[config.mk]
export PLATFORM = sky130hd
export DESIGN_NAME = itc_ctrl
export DESIGN_NICKNAME = d
export VERILOG_FILES = /design/src/rtl/itc_pkg.sv /design/src/rtl/itc_ctrl.sv
export VERILOG_INCLUDE_DIRS = /design/src /design/src/rtl
export SDC_FILE = /design/constraint.sdc
export NUM_CORES = 1
export LEC_CHECK = 0
export BUFFER_PORTS_ARGS = -buffer_cell sky130_fd_sc_hd__buf_2
export CAP_MARGIN = 20
export CORE_MARGIN = 5
export CORE_UTILIZATION = 33
export DETAILED_ROUTE_END_ITERATION = 8
export PLACE_DENSITY = 0.62
export SETUP_SLACK_MARGIN = 0.02
export SLEW_MARGIN = 20
export SYNTH_ARGS = -nofsm -noshare
export SYNTH_HDL_FRONTEND = slang
export SYNTH_SLANG_ARGS = --single-unit
[constraint.sdc]
create_clock -name clk_i -period 1.8 [get_ports clk_i]
set_input_delay 0.27 -clock clk_i [delete_from_list [all_inputs] [get_ports clk_i]]
set_output_delay 0.27 -clock clk_i [all_outputs]
set_load 0.02 [all_outputs]
[src/rtl/itc_cfg.svh]
// Register addresses, field positions and reset values of the interrupt and timer control block.
`ifndef ITC_CFG_SVH
`define ITC_CFG_SVH
`define ITC_ADDR_TCTL 8'h88
`define ITC_ADDR_PCTL 8'h87
`define ITC_ADDR_IEN 8'hA8
`define ITC_ADDR_IPRI 8'hB8
`define ITC_ADDR_MASK 8'h95
`define ITC_BIT_T1F 7
`define ITC_BIT_T1R 6
`define ITC_BIT_T0F 5
`define ITC_BIT_T0R 4
`define ITC_BIT_X0F 1
`define ITC_BIT_X0T 0
`define ITC_BIT_GEN 7
`define ITC_BIT_DDC 5
`define ITC_BIT_SER 4
`define ITC_BIT_T1 3
`define ITC_BIT_CMB 2
`define ITC_BIT_T0 1
`define ITC_BIT_X0 0
`define ITC_PCTL_BAUD 7
`define ITC_PCTL_UF1 3
`define ITC_PCTL_UF0 2
`define ITC_PCTL_HALT 0
`define ITC_TCTL_WMASK 8'hF3
`define ITC_PCTL_WMASK 8'h8D
`define ITC_IEN_WMASK 8'hBF
`define ITC_IPRI_WMASK 8'h3F
`define ITC_RST_BYTE 8'h00
`define ITC_NSRC 6
`define ITC_VEC_X0 3'h0
`define ITC_VEC_T0 3'h1
`define ITC_VEC_CMB 3'h2
`define ITC_VEC_T1 3'h3
`define ITC_VEC_SER 3'h4
`define ITC_VEC_DDC 3'h5
`define ITC_NSUB 7
`endif

[src/rtl/itc_pkg.sv]
// Types shared by the interrupt and timer control block.
package itc_pkg;
  typedef logic [7:0] itc_byte_t;
  typedef logic [2:0] itc_vec_t;
  typedef enum logic [2:0] {
    ITC_IDLE = 3'b001,
    ITC_LOW = 3'b010,
    ITC_HIGH = 3'b100
  } itc_level_e;
endpackage

[src/rtl/itc_ctrl.sv]
// Interrupt request, enable, priority, timer run and power control registers.
`timescale 1ns/1ps
`include "itc_cfg.svh"
module itc_ctrl (
  input wire logic clk_i,
  input wire logic rst_b_i,
  input wire logic [7:0] sfr_addr_i,
  input wire logic [7:0] sfr_wdata_i,
  input wire logic sfr_wr_i,
  input wire logic sfr_bit_i,
  input wire logic [2:0] sfr_bit_sel_i,
  input wire logic sfr_rd_i,
  input wire logic timer0_ovf_i,
  input wire logic timer1_ovf_i,
  input wire logic ext_irq0_pin_i,
  input wire logic serial_irq_i,
  input wire logic ddc_irq_i,
  input wire logic [`ITC_NSUB-1:0] sub_src_i,
  input wire logic vector_ack_i,
  input wire logic reti_i,
  output logic [7:0] sfr_rdata_o,
  output logic irq_req_o,
  output itc_pkg::itc_vec_t irq_vec_o,
  output logic timer0_run_o,
  output logic timer1_run_o,
  output logic baud_double_bit_o,
  output logic cpu_halt_mode_bit_o
);
  import itc_pkg::*;

  // Stored registers.
  itc_byte_t tctl;
  itc_byte_t pctl;
  itc_byte_t ien;
  itc_byte_t ipri;
  itc_byte_t interrupt_mask;
  logic [1:0] pin_sync;
  logic pin_prev;
  logic [1:0] in_svc;
  itc_level_e level;

  // The pin feeds the first synchroniser stage and the edge detector reads stage two.
  always_ff @(posedge clk_i) begin
    if (!rst_b_i) begin
      pin_sync <= 2'b11;
      pin_prev <= 1'b1;
    end else begin
      pin_sync <= {pin_sync[0], ext_irq0_pin_i};
      pin_prev <= pin_sync[1];
    end
  end

  // Address and strobe decode; a bit write merges one bit into the old tctl, ien or ipri byte.
  wire sel_tctl = sfr_addr_i == `ITC_ADDR_TCTL;
  wire sel_pctl = sfr_addr_i == `ITC_ADDR_PCTL;
  wire sel_ien = sfr_addr_i == `ITC_ADDR_IEN;
  wire sel_ipri = sfr_addr_i == `ITC_ADDR_IPRI;
  wire sel_mask = sfr_addr_i == `ITC_ADDR_MASK;
  wire [7:0] bit_one = 8'h01 << sfr_bit_sel_i;
  wire [7:0] tctl_new = sfr_bit_i ?
    ((tctl & ~bit_one) | (sfr_wdata_i[0] ? bit_one : 8'h00)) : sfr_wdata_i;
  wire [7:0] ien_new = sfr_bit_i ?
    ((ien & ~bit_one) | (sfr_wdata_i[0] ? bit_one : 8'h00)) : sfr_wdata_i;
  wire [7:0] ipri_new = sfr_bit_i ?
    ((ipri & ~bit_one) | (sfr_wdata_i[0] ? bit_one : 8'h00)) : sfr_wdata_i;
  wire wr_tctl = sfr_wr_i && sel_tctl;
  wire wr_pctl = sfr_wr_i && sel_pctl && !sfr_bit_i;

  // Trigger detection: falling edge or low level per the type bit.
  wire x0_edge = pin_prev && !pin_sync[1];
  wire x0_trig = tctl[`ITC_BIT_X0T] ? x0_edge : !pin_sync[1];

  // Request vector: sources in fixed polling order, index 0 polled first.
  wire cmb_req = |(sub_src_i & ~interrupt_mask[`ITC_NSUB-1:0]);
  wire [`ITC_NSRC-1:0] pend = {ddc_irq_i, serial_irq_i, tctl[`ITC_BIT_T1F], cmb_req,
    tctl[`ITC_BIT_T0F], tctl[`ITC_BIT_X0F]};
  wire [`ITC_NSRC-1:0] en = ien[`ITC_NSRC-1:0] & {`ITC_NSRC{ien[`ITC_BIT_GEN]}};
  wire [`ITC_NSRC-1:0] act = pend & en;
  wire [`ITC_NSRC-1:0] act_hi = act & ipri[`ITC_NSRC-1:0];
  wire [`ITC_NSRC-1:0] act_lo = act & ~ipri[`ITC_NSRC-1:0];

  // Fixed-order pick of the first active source in a vector.
  function automatic itc_vec_t pick(input logic [`ITC_NSRC-1:0] v);
    itc_vec_t r;
    r = 3'h0;
    for (int i = `ITC_NSRC - 1; i >= 0; i--) begin
      if (v[i]) begin
        r = 3'(i);
      end
    end
    return r;
  endfunction

  // A high request may interrupt idle or low service; a low one only idle.
  wire can_hi = |act_hi && !in_svc[1];
  wire can_lo = |act_lo && (in_svc == 2'b00);
  wire next_req = can_hi || can_lo;
  wire itc_vec_t next_vec = can_hi ? pick(act_hi) : pick(act_lo);
  wire ack_hit = vector_ack_i && irq_req_o;
  wire clr_t1 = ack_hit && irq_vec_o == `ITC_VEC_T1;
  wire clr_t0 = ack_hit && irq_vec_o == `ITC_VEC_T0;
  wire clr_x0 = ack_hit && irq_vec_o == `ITC_VEC_X0 && tctl[`ITC_BIT_X0T];

  // Timer control: software bits, hardware flags where a set beats a clear.
  always_ff @(posedge clk_i) begin
    if (!rst_b_i) begin
      tctl <= `ITC_RST_BYTE;
    end else begin
      tctl[`ITC_BIT_T1R] <= wr_tctl ? tctl_new[`ITC_BIT_T1R] : tctl[`ITC_BIT_T1R];
      tctl[`ITC_BIT_T0R] <= wr_tctl ? tctl_new[`ITC_BIT_T0R] : tctl[`ITC_BIT_T0R];
      tctl[`ITC_BIT_X0T] <= wr_tctl ? tctl_new[`ITC_BIT_X0T] : tctl[`ITC_BIT_X0T];
      tctl[`ITC_BIT_T1F] <= timer1_ovf_i ||
        (wr_tctl ? tctl_new[`ITC_BIT_T1F] : tctl[`ITC_BIT_T1F] && !clr_t1);
      tctl[`ITC_BIT_T0F] <= timer0_ovf_i ||
        (wr_tctl ? tctl_new[`ITC_BIT_T0F] : tctl[`ITC_BIT_T0F] && !clr_t0);
      // Level mode flag follows the pin; edge mode latches until serviced.
      tctl[`ITC_BIT_X0F] <= tctl[`ITC_BIT_X0T] ? (x0_trig ||
        (wr_tctl ? tctl_new[`ITC_BIT_X0F] : tctl[`ITC_BIT_X0F] && !clr_x0)) : x0_trig;
      tctl[3:2] <= 2'b00;
    end
  end

  // Power, enable, priority and mask registers; reserved pctl, ien and ipri bits stay zero.
  always_ff @(posedge clk_i) begin
    if (!rst_b_i) begin
      pctl <= `ITC_RST_BYTE;
      ien <= `ITC_RST_BYTE;
      ipri <= `ITC_RST_BYTE;
      interrupt_mask <= `ITC_RST_BYTE;
    end else begin
      if (wr_pctl) begin
        pctl <= sfr_wdata_i & `ITC_PCTL_WMASK;
      end
      if (sfr_wr_i && sel_ien) begin
        ien <= ien_new & `ITC_IEN_WMASK;
      end
      if (sfr_wr_i && sel_ipri) begin
        ipri <= ipri_new & `ITC_IPRI_WMASK;
      end
      if (sfr_wr_i && sel_mask && !sfr_bit_i) begin
        interrupt_mask <= sfr_wdata_i;
      end
    end
  end

  // Service level tracking: ack pushes a level, return pops the highest.
  always_ff @(posedge clk_i) begin
    if (!rst_b_i) begin
      in_svc <= 2'b00;
      level <= ITC_IDLE;
    end else begin
      if (ack_hit) begin
        in_svc <= in_svc | (ipri[irq_vec_o] ? 2'b10 : 2'b01);
        level <= ipri[irq_vec_o] ? ITC_HIGH : ITC_LOW;
      end else if (reti_i) begin
        in_svc <= in_svc[1] ? {1'b0, in_svc[0]} : 2'b00;
        level <= (in_svc == 2'b11) ? ITC_LOW : ITC_IDLE;
      end
    end
  end

  // Read mux; the mask register is write-only and reads zero.
  wire [7:0] rd_mux = sel_tctl ? tctl : sel_pctl ? pctl : sel_ien ? ien :
    sel_ipri ? ipri : 8'h00;

  // Registered outputs.
  always_ff @(posedge clk_i) begin
    if (!rst_b_i) begin
      sfr_rdata_o <= 8'h00;
      irq_req_o <= 1'b0;
      irq_vec_o <= 3'h0;
      timer0_run_o <= 1'b0;
      timer1_run_o <= 1'b0;
      baud_double_bit_o <= 1'b0;
      cpu_halt_mode_bit_o <= 1'b0;
    end else begin
      sfr_rdata_o <= sfr_rd_i ? rd_mux : 8'h00;
      irq_req_o <= next_req && !ack_hit;
      irq_vec_o <= next_vec;
      timer0_run_o <= tctl[`ITC_BIT_T0R];
      timer1_run_o <= tctl[`ITC_BIT_T1R];
      baud_double_bit_o <= pctl[`ITC_PCTL_BAUD];
      cpu_halt_mode_bit_o <= pctl[`ITC_PCTL_HALT];
    end
  end

  // Checks beside the logic.
  AST_NO_REQ_GLOBAL_OFF: assert property (@(posedge clk_i) disable iff (!rst_b_i)
    !ien[`ITC_BIT_GEN] && !$past(ien[`ITC_BIT_GEN]) |-> !irq_req_o)
    else $error("Request raised while global enable is off.");
  AST_T1_FLAG_SET: assert property (@(posedge clk_i) disable iff (!rst_b_i)
    timer1_ovf_i |=> tctl[`ITC_BIT_T1F]) else $error("Timer 1 overflow flag missed.");
  AST_T0_FLAG_CLR: assert property (@(posedge clk_i) disable iff (!rst_b_i)
    clr_t0 && !timer0_ovf_i && !wr_tctl |=> !tctl[`ITC_BIT_T0F])
    else $error("Timer 0 flag not cleared on vector.");
  AST_RUN_FOLLOWS: assert property (@(posedge clk_i) disable iff (!rst_b_i)
    wr_tctl |=> ##1 timer0_run_o == $past(tctl_new[`ITC_BIT_T0R], 2))
    else $error("Timer 0 run output wrong.");
  AST_PCTL_NO_BIT: assert property (@(posedge clk_i) disable iff (!rst_b_i)
    sfr_wr_i && sel_pctl && sfr_bit_i |=> $stable(pctl))
    else $error("Power control changed by a bit write.");
  AST_RESERVED_ZERO: assert property (@(posedge clk_i) disable iff (!rst_b_i)
    tctl[3:2] == 2'b00 ##0 ien[6] == 1'b0 ##0 ipri[7:6] == 2'b00)
    else $error("Reserved bit set.");
  AST_EDGE_SET: assert property (@(posedge clk_i) disable iff (!rst_b_i)
    tctl[`ITC_BIT_X0T] && x0_edge && !$fell(tctl[`ITC_BIT_X0T]) |=> tctl[`ITC_BIT_X0F])
    else $error("External edge flag missed.");
  AST_HIGH_NOT_NESTED: assert property (@(posedge clk_i) disable iff (!rst_b_i)
    in_svc[1] |-> !can_hi && !can_lo) else $error("Request during high service.");

  // Overflow flags set, hold and clear as the core services them.
  AST_T0_FLAG_SET: assert property (@(posedge clk_i) disable iff (!rst_b_i)
    timer0_ovf_i |=> tctl[`ITC_BIT_T0F]) else $error("Timer 0 overflow flag missed.");
  AST_T1_FLAG_CLR: assert property (@(posedge clk_i) disable iff (!rst_b_i)
    clr_t1 && !timer1_ovf_i && !wr_tctl |=> !tctl[`ITC_BIT_T1F])
    else $error("Timer 1 flag not cleared on vector.");
  AST_T1_FLAG_HOLD: assert property (@(posedge clk_i) disable iff (!rst_b_i)
    tctl[`ITC_BIT_T1F] && !clr_t1 && !wr_tctl |=> tctl[`ITC_BIT_T1F])
    else $error("Timer 1 flag lost.");
  AST_T0_FLAG_HOLD: assert property (@(posedge clk_i) disable iff (!rst_b_i)
    tctl[`ITC_BIT_T0F] && !clr_t0 && !wr_tctl |=> tctl[`ITC_BIT_T0F])
    else $error("Timer 0 flag lost.");

  // Run outputs follow the software run bits one cycle later.
  AST_T1_RUN_FOLLOWS: assert property (@(posedge clk_i) disable iff (!rst_b_i)
    wr_tctl |=> ##1 timer1_run_o == $past(tctl_new[`ITC_BIT_T1R], 2))
    else $error("Timer 1 run output wrong.");
  AST_T0_RUN_REG: assert property (@(posedge clk_i) disable iff (!rst_b_i)
    timer0_run_o == $past(tctl[`ITC_BIT_T0R])) else $error("Timer 0 run lags wrongly.");
  AST_T1_RUN_REG: assert property (@(posedge clk_i) disable iff (!rst_b_i)
    timer1_run_o == $past(tctl[`ITC_BIT_T1R])) else $error("Timer 1 run lags wrongly.");

  // External interrupt flag in edge and level mode.
  AST_EDGE_CLR: assert property (@(posedge clk_i) disable iff (!rst_b_i)
    clr_x0 && !x0_trig && !wr_tctl |=> !tctl[`ITC_BIT_X0F])
    else $error("External edge flag not cleared on vector.");
  AST_LEVEL_FOLLOWS: assert property (@(posedge clk_i) disable iff (!rst_b_i)
    !tctl[`ITC_BIT_X0T] |=> tctl[`ITC_BIT_X0F] == !$past(pin_sync[1]))
    else $error("Level flag does not follow the pin.");
  AST_TYPE_HOLD: assert property (@(posedge clk_i) disable iff (!rst_b_i)
    !wr_tctl |=> $stable(tctl[`ITC_BIT_X0T])) else $error("Trigger type changed alone.");

  // A raised request always belongs to an enabled source.
  AST_REQ_NEEDS_GLOBAL: assert property (@(posedge clk_i) disable iff (!rst_b_i)
    irq_req_o |-> $past(ien[`ITC_BIT_GEN])) else $error("Request without global enable.");
  AST_DDC_GATE: assert property (@(posedge clk_i) disable iff (!rst_b_i)
    irq_req_o && irq_vec_o == `ITC_VEC_DDC |-> $past(ien[`ITC_BIT_DDC]))
    else $error("Disabled I2C request raised.");
  AST_SER_GATE: assert property (@(posedge clk_i) disable iff (!rst_b_i)
    irq_req_o && irq_vec_o == `ITC_VEC_SER |-> $past(ien[`ITC_BIT_SER]))
    else $error("Disabled serial request raised.");
  AST_T1_GATE: assert property (@(posedge clk_i) disable iff (!rst_b_i)
    irq_req_o && irq_vec_o == `ITC_VEC_T1 |-> $past(ien[`ITC_BIT_T1]))
    else $error("Disabled Timer 1 request raised.");
  AST_T0_GATE: assert property (@(posedge clk_i) disable iff (!rst_b_i)
    irq_req_o && irq_vec_o == `ITC_VEC_T0 |-> $past(ien[`ITC_BIT_T0]))
    else $error("Disabled Timer 0 request raised.");
  AST_X0_GATE: assert property (@(posedge clk_i) disable iff (!rst_b_i)
    irq_req_o && irq_vec_o == `ITC_VEC_X0 |-> $past(ien[`ITC_BIT_X0]))
    else $error("Disabled external request raised.");
  AST_CMB_GATE: assert property (@(posedge clk_i) disable iff (!rst_b_i)
    irq_req_o && irq_vec_o == `ITC_VEC_CMB |-> $past(ien[`ITC_BIT_CMB]))
    else $error("Disabled combined request raised.");
  AST_MASK_BLOCKS: assert property (@(posedge clk_i) disable iff (!rst_b_i)
    &interrupt_mask[`ITC_NSUB-1:0] |-> !cmb_req) else $error("Masked sub-source passed.");

  // Priority and nesting of service levels.
  AST_HIGH_FIRST: assert property (@(posedge clk_i) disable iff (!rst_b_i)
    irq_req_o && $past(|act_hi && !in_svc[1]) |-> $past(ipri[next_vec]))
    else $error("Low source chosen over a high one.");
  AST_LEVEL_TRACK: assert property (@(posedge clk_i) disable iff (!rst_b_i)
    ((level == ITC_HIGH) == in_svc[1]) && ((level == ITC_IDLE) == (in_svc == 2'b00)))
    else $error("Service level out of step.");
  AST_SVC_POP: assert property (@(posedge clk_i) disable iff (!rst_b_i)
    reti_i && !ack_hit && in_svc == 2'b11 |=> in_svc == 2'b01)
    else $error("Return did not resume low service.");
  AST_PREEMPT: assert property (@(posedge clk_i) disable iff (!rst_b_i)
    can_hi && !ack_hit |=> irq_req_o) else $error("High request not raised.");
  AST_NO_REQ_AFTER_ACK: assert property (@(posedge clk_i) disable iff (!rst_b_i)
    ack_hit |=> !irq_req_o) else $error("Request held after vector.");

  // Power control contents, the levels that it drives and idle read data.
  AST_PCTL_RESERVED: assert property (@(posedge clk_i) disable iff (!rst_b_i)
    (pctl & ~`ITC_PCTL_WMASK) == 8'h00) else $error("Reserved power bit set.");
  AST_BAUD_FOLLOWS: assert property (@(posedge clk_i) disable iff (!rst_b_i)
    baud_double_bit_o == $past(pctl[`ITC_PCTL_BAUD])) else $error("Baud output wrong.");
  AST_HALT_FOLLOWS: assert property (@(posedge clk_i) disable iff (!rst_b_i)
    cpu_halt_mode_bit_o == $past(pctl[`ITC_PCTL_HALT])) else $error("Halt output wrong.");
  AST_RD_IDLE_ZERO: assert property (@(posedge clk_i) disable iff (!rst_b_i)
    !$past(sfr_rd_i) |-> sfr_rdata_o == 8'h00) else $error("Read data without a read.");
endmodule // itc_ctrl

Word level (Yosys, flattened, before mapping)
Cells that the tools add are included.

storage, ports and cells
  bits in registers = 53
  input bits = 38
  output and inout bits = 16
  word-level logic and storage cells = 113

operators by class
  magnitude comparators = 1
  equal/unequal tests = 8
  shifts and indexed selects = 1
  mux-type cells = 32
  bitwise gates (word level) = 15
  reduce and logical (&&, ||, !) cells = 38

operators with widths
  kind                 count
  $mux 8               6
  $eq 8x8->1 const B   5
  $mux 3               13
  $and 6x6->6          5
  $logic_and 1x1->1    19
  $and 8x8->8          2
  $or 8x8->8           2
  $mux 6               2
  $reduce_or 6->1      2
  $not 8->8            1
  $shl 1x3->8 const A  1
  $and 7x7->7          1
  $logic_not 1->1      7
  $mux 1               7
  $not 7->7            1
  $reduce_or 7->1      1
  $mux 2               3
  $not 6->6            1
  $or 6x6->6           1
  $logic_or 1x1->1     4
  $lt 3x4->1 const B   1
  $reduce_and 2->1     2
  $bmux 1 s3           1
  $eq 3x1->1 const B   1
  6 further kinds      6

Logic depth before layout (Yosys ltp)
  depth after elaboration = 12
  gate-level depth with buffers = 8
  mapped depth without buffers = 6

Least setup slack after synthesis
Ideal clock, no wire load.

  kind = input -> register
  start = input sub_src_i[3]
  end = register irq_vec_o[0]
  library setup time = 0.116 ns
  arrival time = 1.768 ns
  data required time = 1.684 ns
  path slack = -0.085 ns
  cell stages on the path = 6
  path buffers = 0
  path through = nor2b_1 > a2111oi_4 > a21oi_2 > o41a_1 > mux2_1 > o211a_1

between the ends
  longest elaborated chain between the ends = 8
  elaborated cells between the ends (all ways) = 14
  those cells by class = 7 x mux; 4 x bitwise; 3 x reduce/logical

RTL lines
  what                            line                            text
  start: declaration              itc_ctrl.sv:18                  input wire logic [`ITC_NSUB-1:0] sub_src_i,
  $and 7x7->7 (*)                 itc_ctrl.sv:74                  wire cmb_req = |(sub_src_i & ~interrupt_mask[`ITC_NSUB-1:0]);
  $reduce_or 7->1 (*)             itc_ctrl.sv:74
  $and 6x6->6 (*)                 itc_ctrl.sv:78                  wire [`ITC_NSRC-1:0] act = pend & en;
  $and 6x6->6 (on tied branches)  itc_ctrl.sv:80, itc_ctrl.sv:79
  $mux 3 (3 in series)            itc_ctrl.sv:87                  if (v[i]) begin
  $mux 3 (*)                      itc_ctrl.sv:98                  wire itc_vec_t next_vec = can_hi ? pick(act_hi) : pick(act_lo);
  end signal: assignment          itc_ctrl.sv:179                 irq_vec_o <= next_vec;
  end: declaration                itc_ctrl.sv:23                  output itc_pkg::itc_vec_t irq_vec_o,

Mark *: on every way between the ends. The rest lies on a longest branch, timed or not.
A chain may end at the register's enable or synchronous reset.

Worst setup path in the final report
  start = register interrupt_mask[1]
  end = register irq_vec_o[0]

between the ends
  longest elaborated chain between the ends = 9
  elaborated cells between the ends (all ways) = 15
  those cells by class = 7 x mux; 5 x bitwise; 3 x reduce/logical

RTL lines
  what                            line                            text
  start: declaration              itc_ctrl.sv:36                  itc_byte_t interrupt_mask;
  start signal: assignment        itc_ctrl.sv:129                 interrupt_mask <= `ITC_RST_BYTE;
  start signal: assignment        itc_ctrl.sv:141                 interrupt_mask <= sfr_wdata_i;
  $not 7->7 (*)                   itc_ctrl.sv:74
  $and 7x7->7 (*)                 itc_ctrl.sv:74
  $reduce_or 7->1 (*)             itc_ctrl.sv:74
  $and 6x6->6 (*)                 itc_ctrl.sv:78
  $and 6x6->6 (on tied branches)  itc_ctrl.sv:80, itc_ctrl.sv:79
  $mux 3 (3 in series)            itc_ctrl.sv:87
  $mux 3 (*)                      itc_ctrl.sv:98

Marked as above.

==> results.toml <==
[status]
outcome = "finished, violations left"
violations = "setup timing"

[power_and_ir_drop]
internal_power_uw = 1770
ir_drop_mv = 0.413
power_uw = 2290
seq_power_share_pct = 49.7
power.switching_uw = 519
pwr-share-comb_pct = 8.9
power.leakage_uw = 0.00140
pwr_density_cell_nw_per_um2 = 699
clkPwrFrac_pct = 41.4
switching_share_pct = 22.6

[drt]
ant_nets = 0
drt-total-wl_mm = 7.59
vias_per_cell = 5.22
vias = 2581
drc = 0
wire_per_inst_um = 15.4
drtIter0Drc = 207
dr.pass1.iters = 5

[sta]
fin_setup_tns_ns = -0.0641
fin_worst_skew_ns = 0.0121
slew_headroom_pct = 64.2
hold_viol = 0
rsz0062_at_grt = "yes"
period_share_pct = 104
setup_viol = 1
worst_slack_ns = -0.0641
tightest_slew_ns = 0.532
finalCriticalPeriod_ns = 1.86
slew_viol_final = 0
fmax_mhz = 536
hold_slack_ns = 0.130

[min_path]
hp-start = "ext_irq0_pin_i"
hold_path_class = "input port to flip-flop"

[grt]
grt_pass1_wl_mm = 12.3
track_usage_pct = 15.9
grt_max_degree = 24
grt_pass1_vias = 2434
antenna_found_initial = 0
overflow = 0

[layout]
fillers = 799
syn_to_final_growth_pct = 28.3
drive_gt1_share_pct = 27.6
regArea_um2 = 1020
fin_area_um2 = 3280
multi_input_area_um2 = 1440
diodes = 0
layout.nets = 429
fin_cells = 494

[synth]
yosys_warnings = 0
synth_area_leaders = "dfxtp_1 (40%), nor2_1 (7.3%), mux2i_1 (6.7%)"
syn_avg_cell_area_um2 = 8.19
synth.distinct_cells = 52
synth_async_sr_flop_share_pct = 0
synth_top_area_share_pct = 39.9
synth_flop_cell = "dfxtp_1"
yosysSeqAreaShare_pct = 39.9
ys_top_cells_by_count = "dfxtp_1 (51), nor2_1 (50), a21oi_1 (30)"
netlist_instances = 312
synth.most_common_cell = "dfxtp_1"
synth_nets = 350
synthesis.area_um2 = 2560
yosysTopAreaCell = "dfxtp_1"
synth_edf_count = 0
synth_seq_cells = 51

[setup_path]
cp_cell_sequence = "inv_2 -> a222oi_1 -> buf_4 -> a21oi_2 -> o41a_1 -> mux2_4 -> o211a_1"
critPathCaptureType = "flip-flop"
cp_max_fo = 3
critPathArrivalTime_ns = 2.07
path_class = "flip-flop to flip-flop"
cpPeakStageDelay_ns = 0.38
path_delay_family = "compound AO/OA/AOI/OAI gates"
r2r-start = "interrupt_mask[1]"
path_buf_inv = 2
critPathSlowestCell = "o41a_1"
critPathLaunchType = "flip-flop"
critPathLaunch = "interrupt_mask[1]"
cp.required_ns = 2.01

[clock_network]
clk_path_buf_depth = 2
post_cts_buffers = 0
cts-root-buf = "clkbuf_8"
clk-insertion-delay-late_ns = 0.31
cts_tree = "built"
clk_pin_slew_ns = 0.09
numCtsBuffers = 5
cts_sinks = 51
hold_buffers = 0
htree_levels = 2

[die]
core_area_um2 = 7650
fp-row-count = 32
die-area_um2 = 9610
dieHeight_um = 98.0
num_io_pins = 54
die_x_um = 98.0
initial_core_util_pct = 33.4

[placed_design]
dp.cells = 486
gp_congestion = 0.939
placed_area_um2 = 3140
io_buffer_count = 53
dpl.hpwl_mm = 5.93

[run]
max-cap-violations = 0
## worst paths after layout
kind	endpoint	slack, ns	depth (start not counted)
min reg2reg	pin_sync[1]	0.42	1
max reg2reg	irq_vec_o[0]	-0.06	7
max	irq_vec_o[0]	-0.06	7
min	pin_sync[0]	0.13	2
## worst register-to-register path, cell delays in order, from the launching register on
cell and delay, ns:
dfxtp_2 0.34, inv_2 0.03, a222oi_1 0.35, buf_4 0.18, a21oi_2 0.05, o41a_1 0.38
mux2_4 0.31, o211a_1 0.12
## per-layer routing
| metal | vias to the layer above | share of wire (%) | global-route usage [%] |
|---|---|---|---|
| li1 | 1266 | - | - |
| met1 | 1196 | 47 | 22.5 |
| met2 | 115 | 44 | 25.1 |
| met3 | 4 | 8.0 | 3.14 |
| met4 | 0 | 0.80 | 3.94 |
| met5 | - | 0 | 0 |
## power by group through the flow
| stage | clock, uW | combinational [uW] | sequential [uW] |
|---|---|---|---|
| after global placement | 0 | 200 | 1170 |
| after floorplan | 0 | 103 | 1170 |
| after global routing | 1020 | 225 | 1140 |
| final | 948 | 204 | 1140 |
| after CTS | 963 | 203 | 1140 |
| after detailed placement | 0 | 202 | 1170 |
## final cells by class
cell class / count / area share (%)
Clock inverter: 2 / 1.83
Inverter: 11 / 1.26
Tap cell: 102 / 3.89
Multi-Input combinational cell: 236 / 44.0
Sequential cell: 51 / 31.2
Timing Repair Buffer: 86 / 15.6
Clock buffer: 6 / 2.21
## kinds of logic after synthesis
logic type	synth area share, %
AOI/OAI and AO/OA	20.3
DFF	39.9
and+or+nand+nor	27.4
muxes	7.98
xor gates and xnor gates	0.343
buffers and inverters	4.01
## through the flow
| step | setup WS (ns) | util (%) |
|---|---|---|
| 5_1_grt | -0.162 | 42.9 |
| 3_3_place_gp | -0.173 | 41.1 |
| 4_1_cts | -0.0900 | 42.9 |
| 6_report | -0.0641 | 42.9 |
| 2_1_floorplan | -0.0246 | - |
| 3_5_place_dp | -0.208 | 41.1 |
## what timing repair did
| item | 4_1_cts | 5_1_grt |
|---|---|---|
| resized for setup | 3 | 1 |
| endpoints found under the setup margin | 2 | 3 |
| pin swaps | 5 | 3 |
## layout by cell type (no fill, tap or decap), types with 8 or more instances in the layout
master / instances
buf_2: 53
nor2_1: 50
dfxtp_1: 49
buf_4: 33
a21oi_1: 30
nand2_1: 27
mux2i_1: 17
o21ai_0: 14
nand3_1: 13
inv_1: 9
and2_1: 8
No activity file was read; power rests on OpenSTA's default activity.
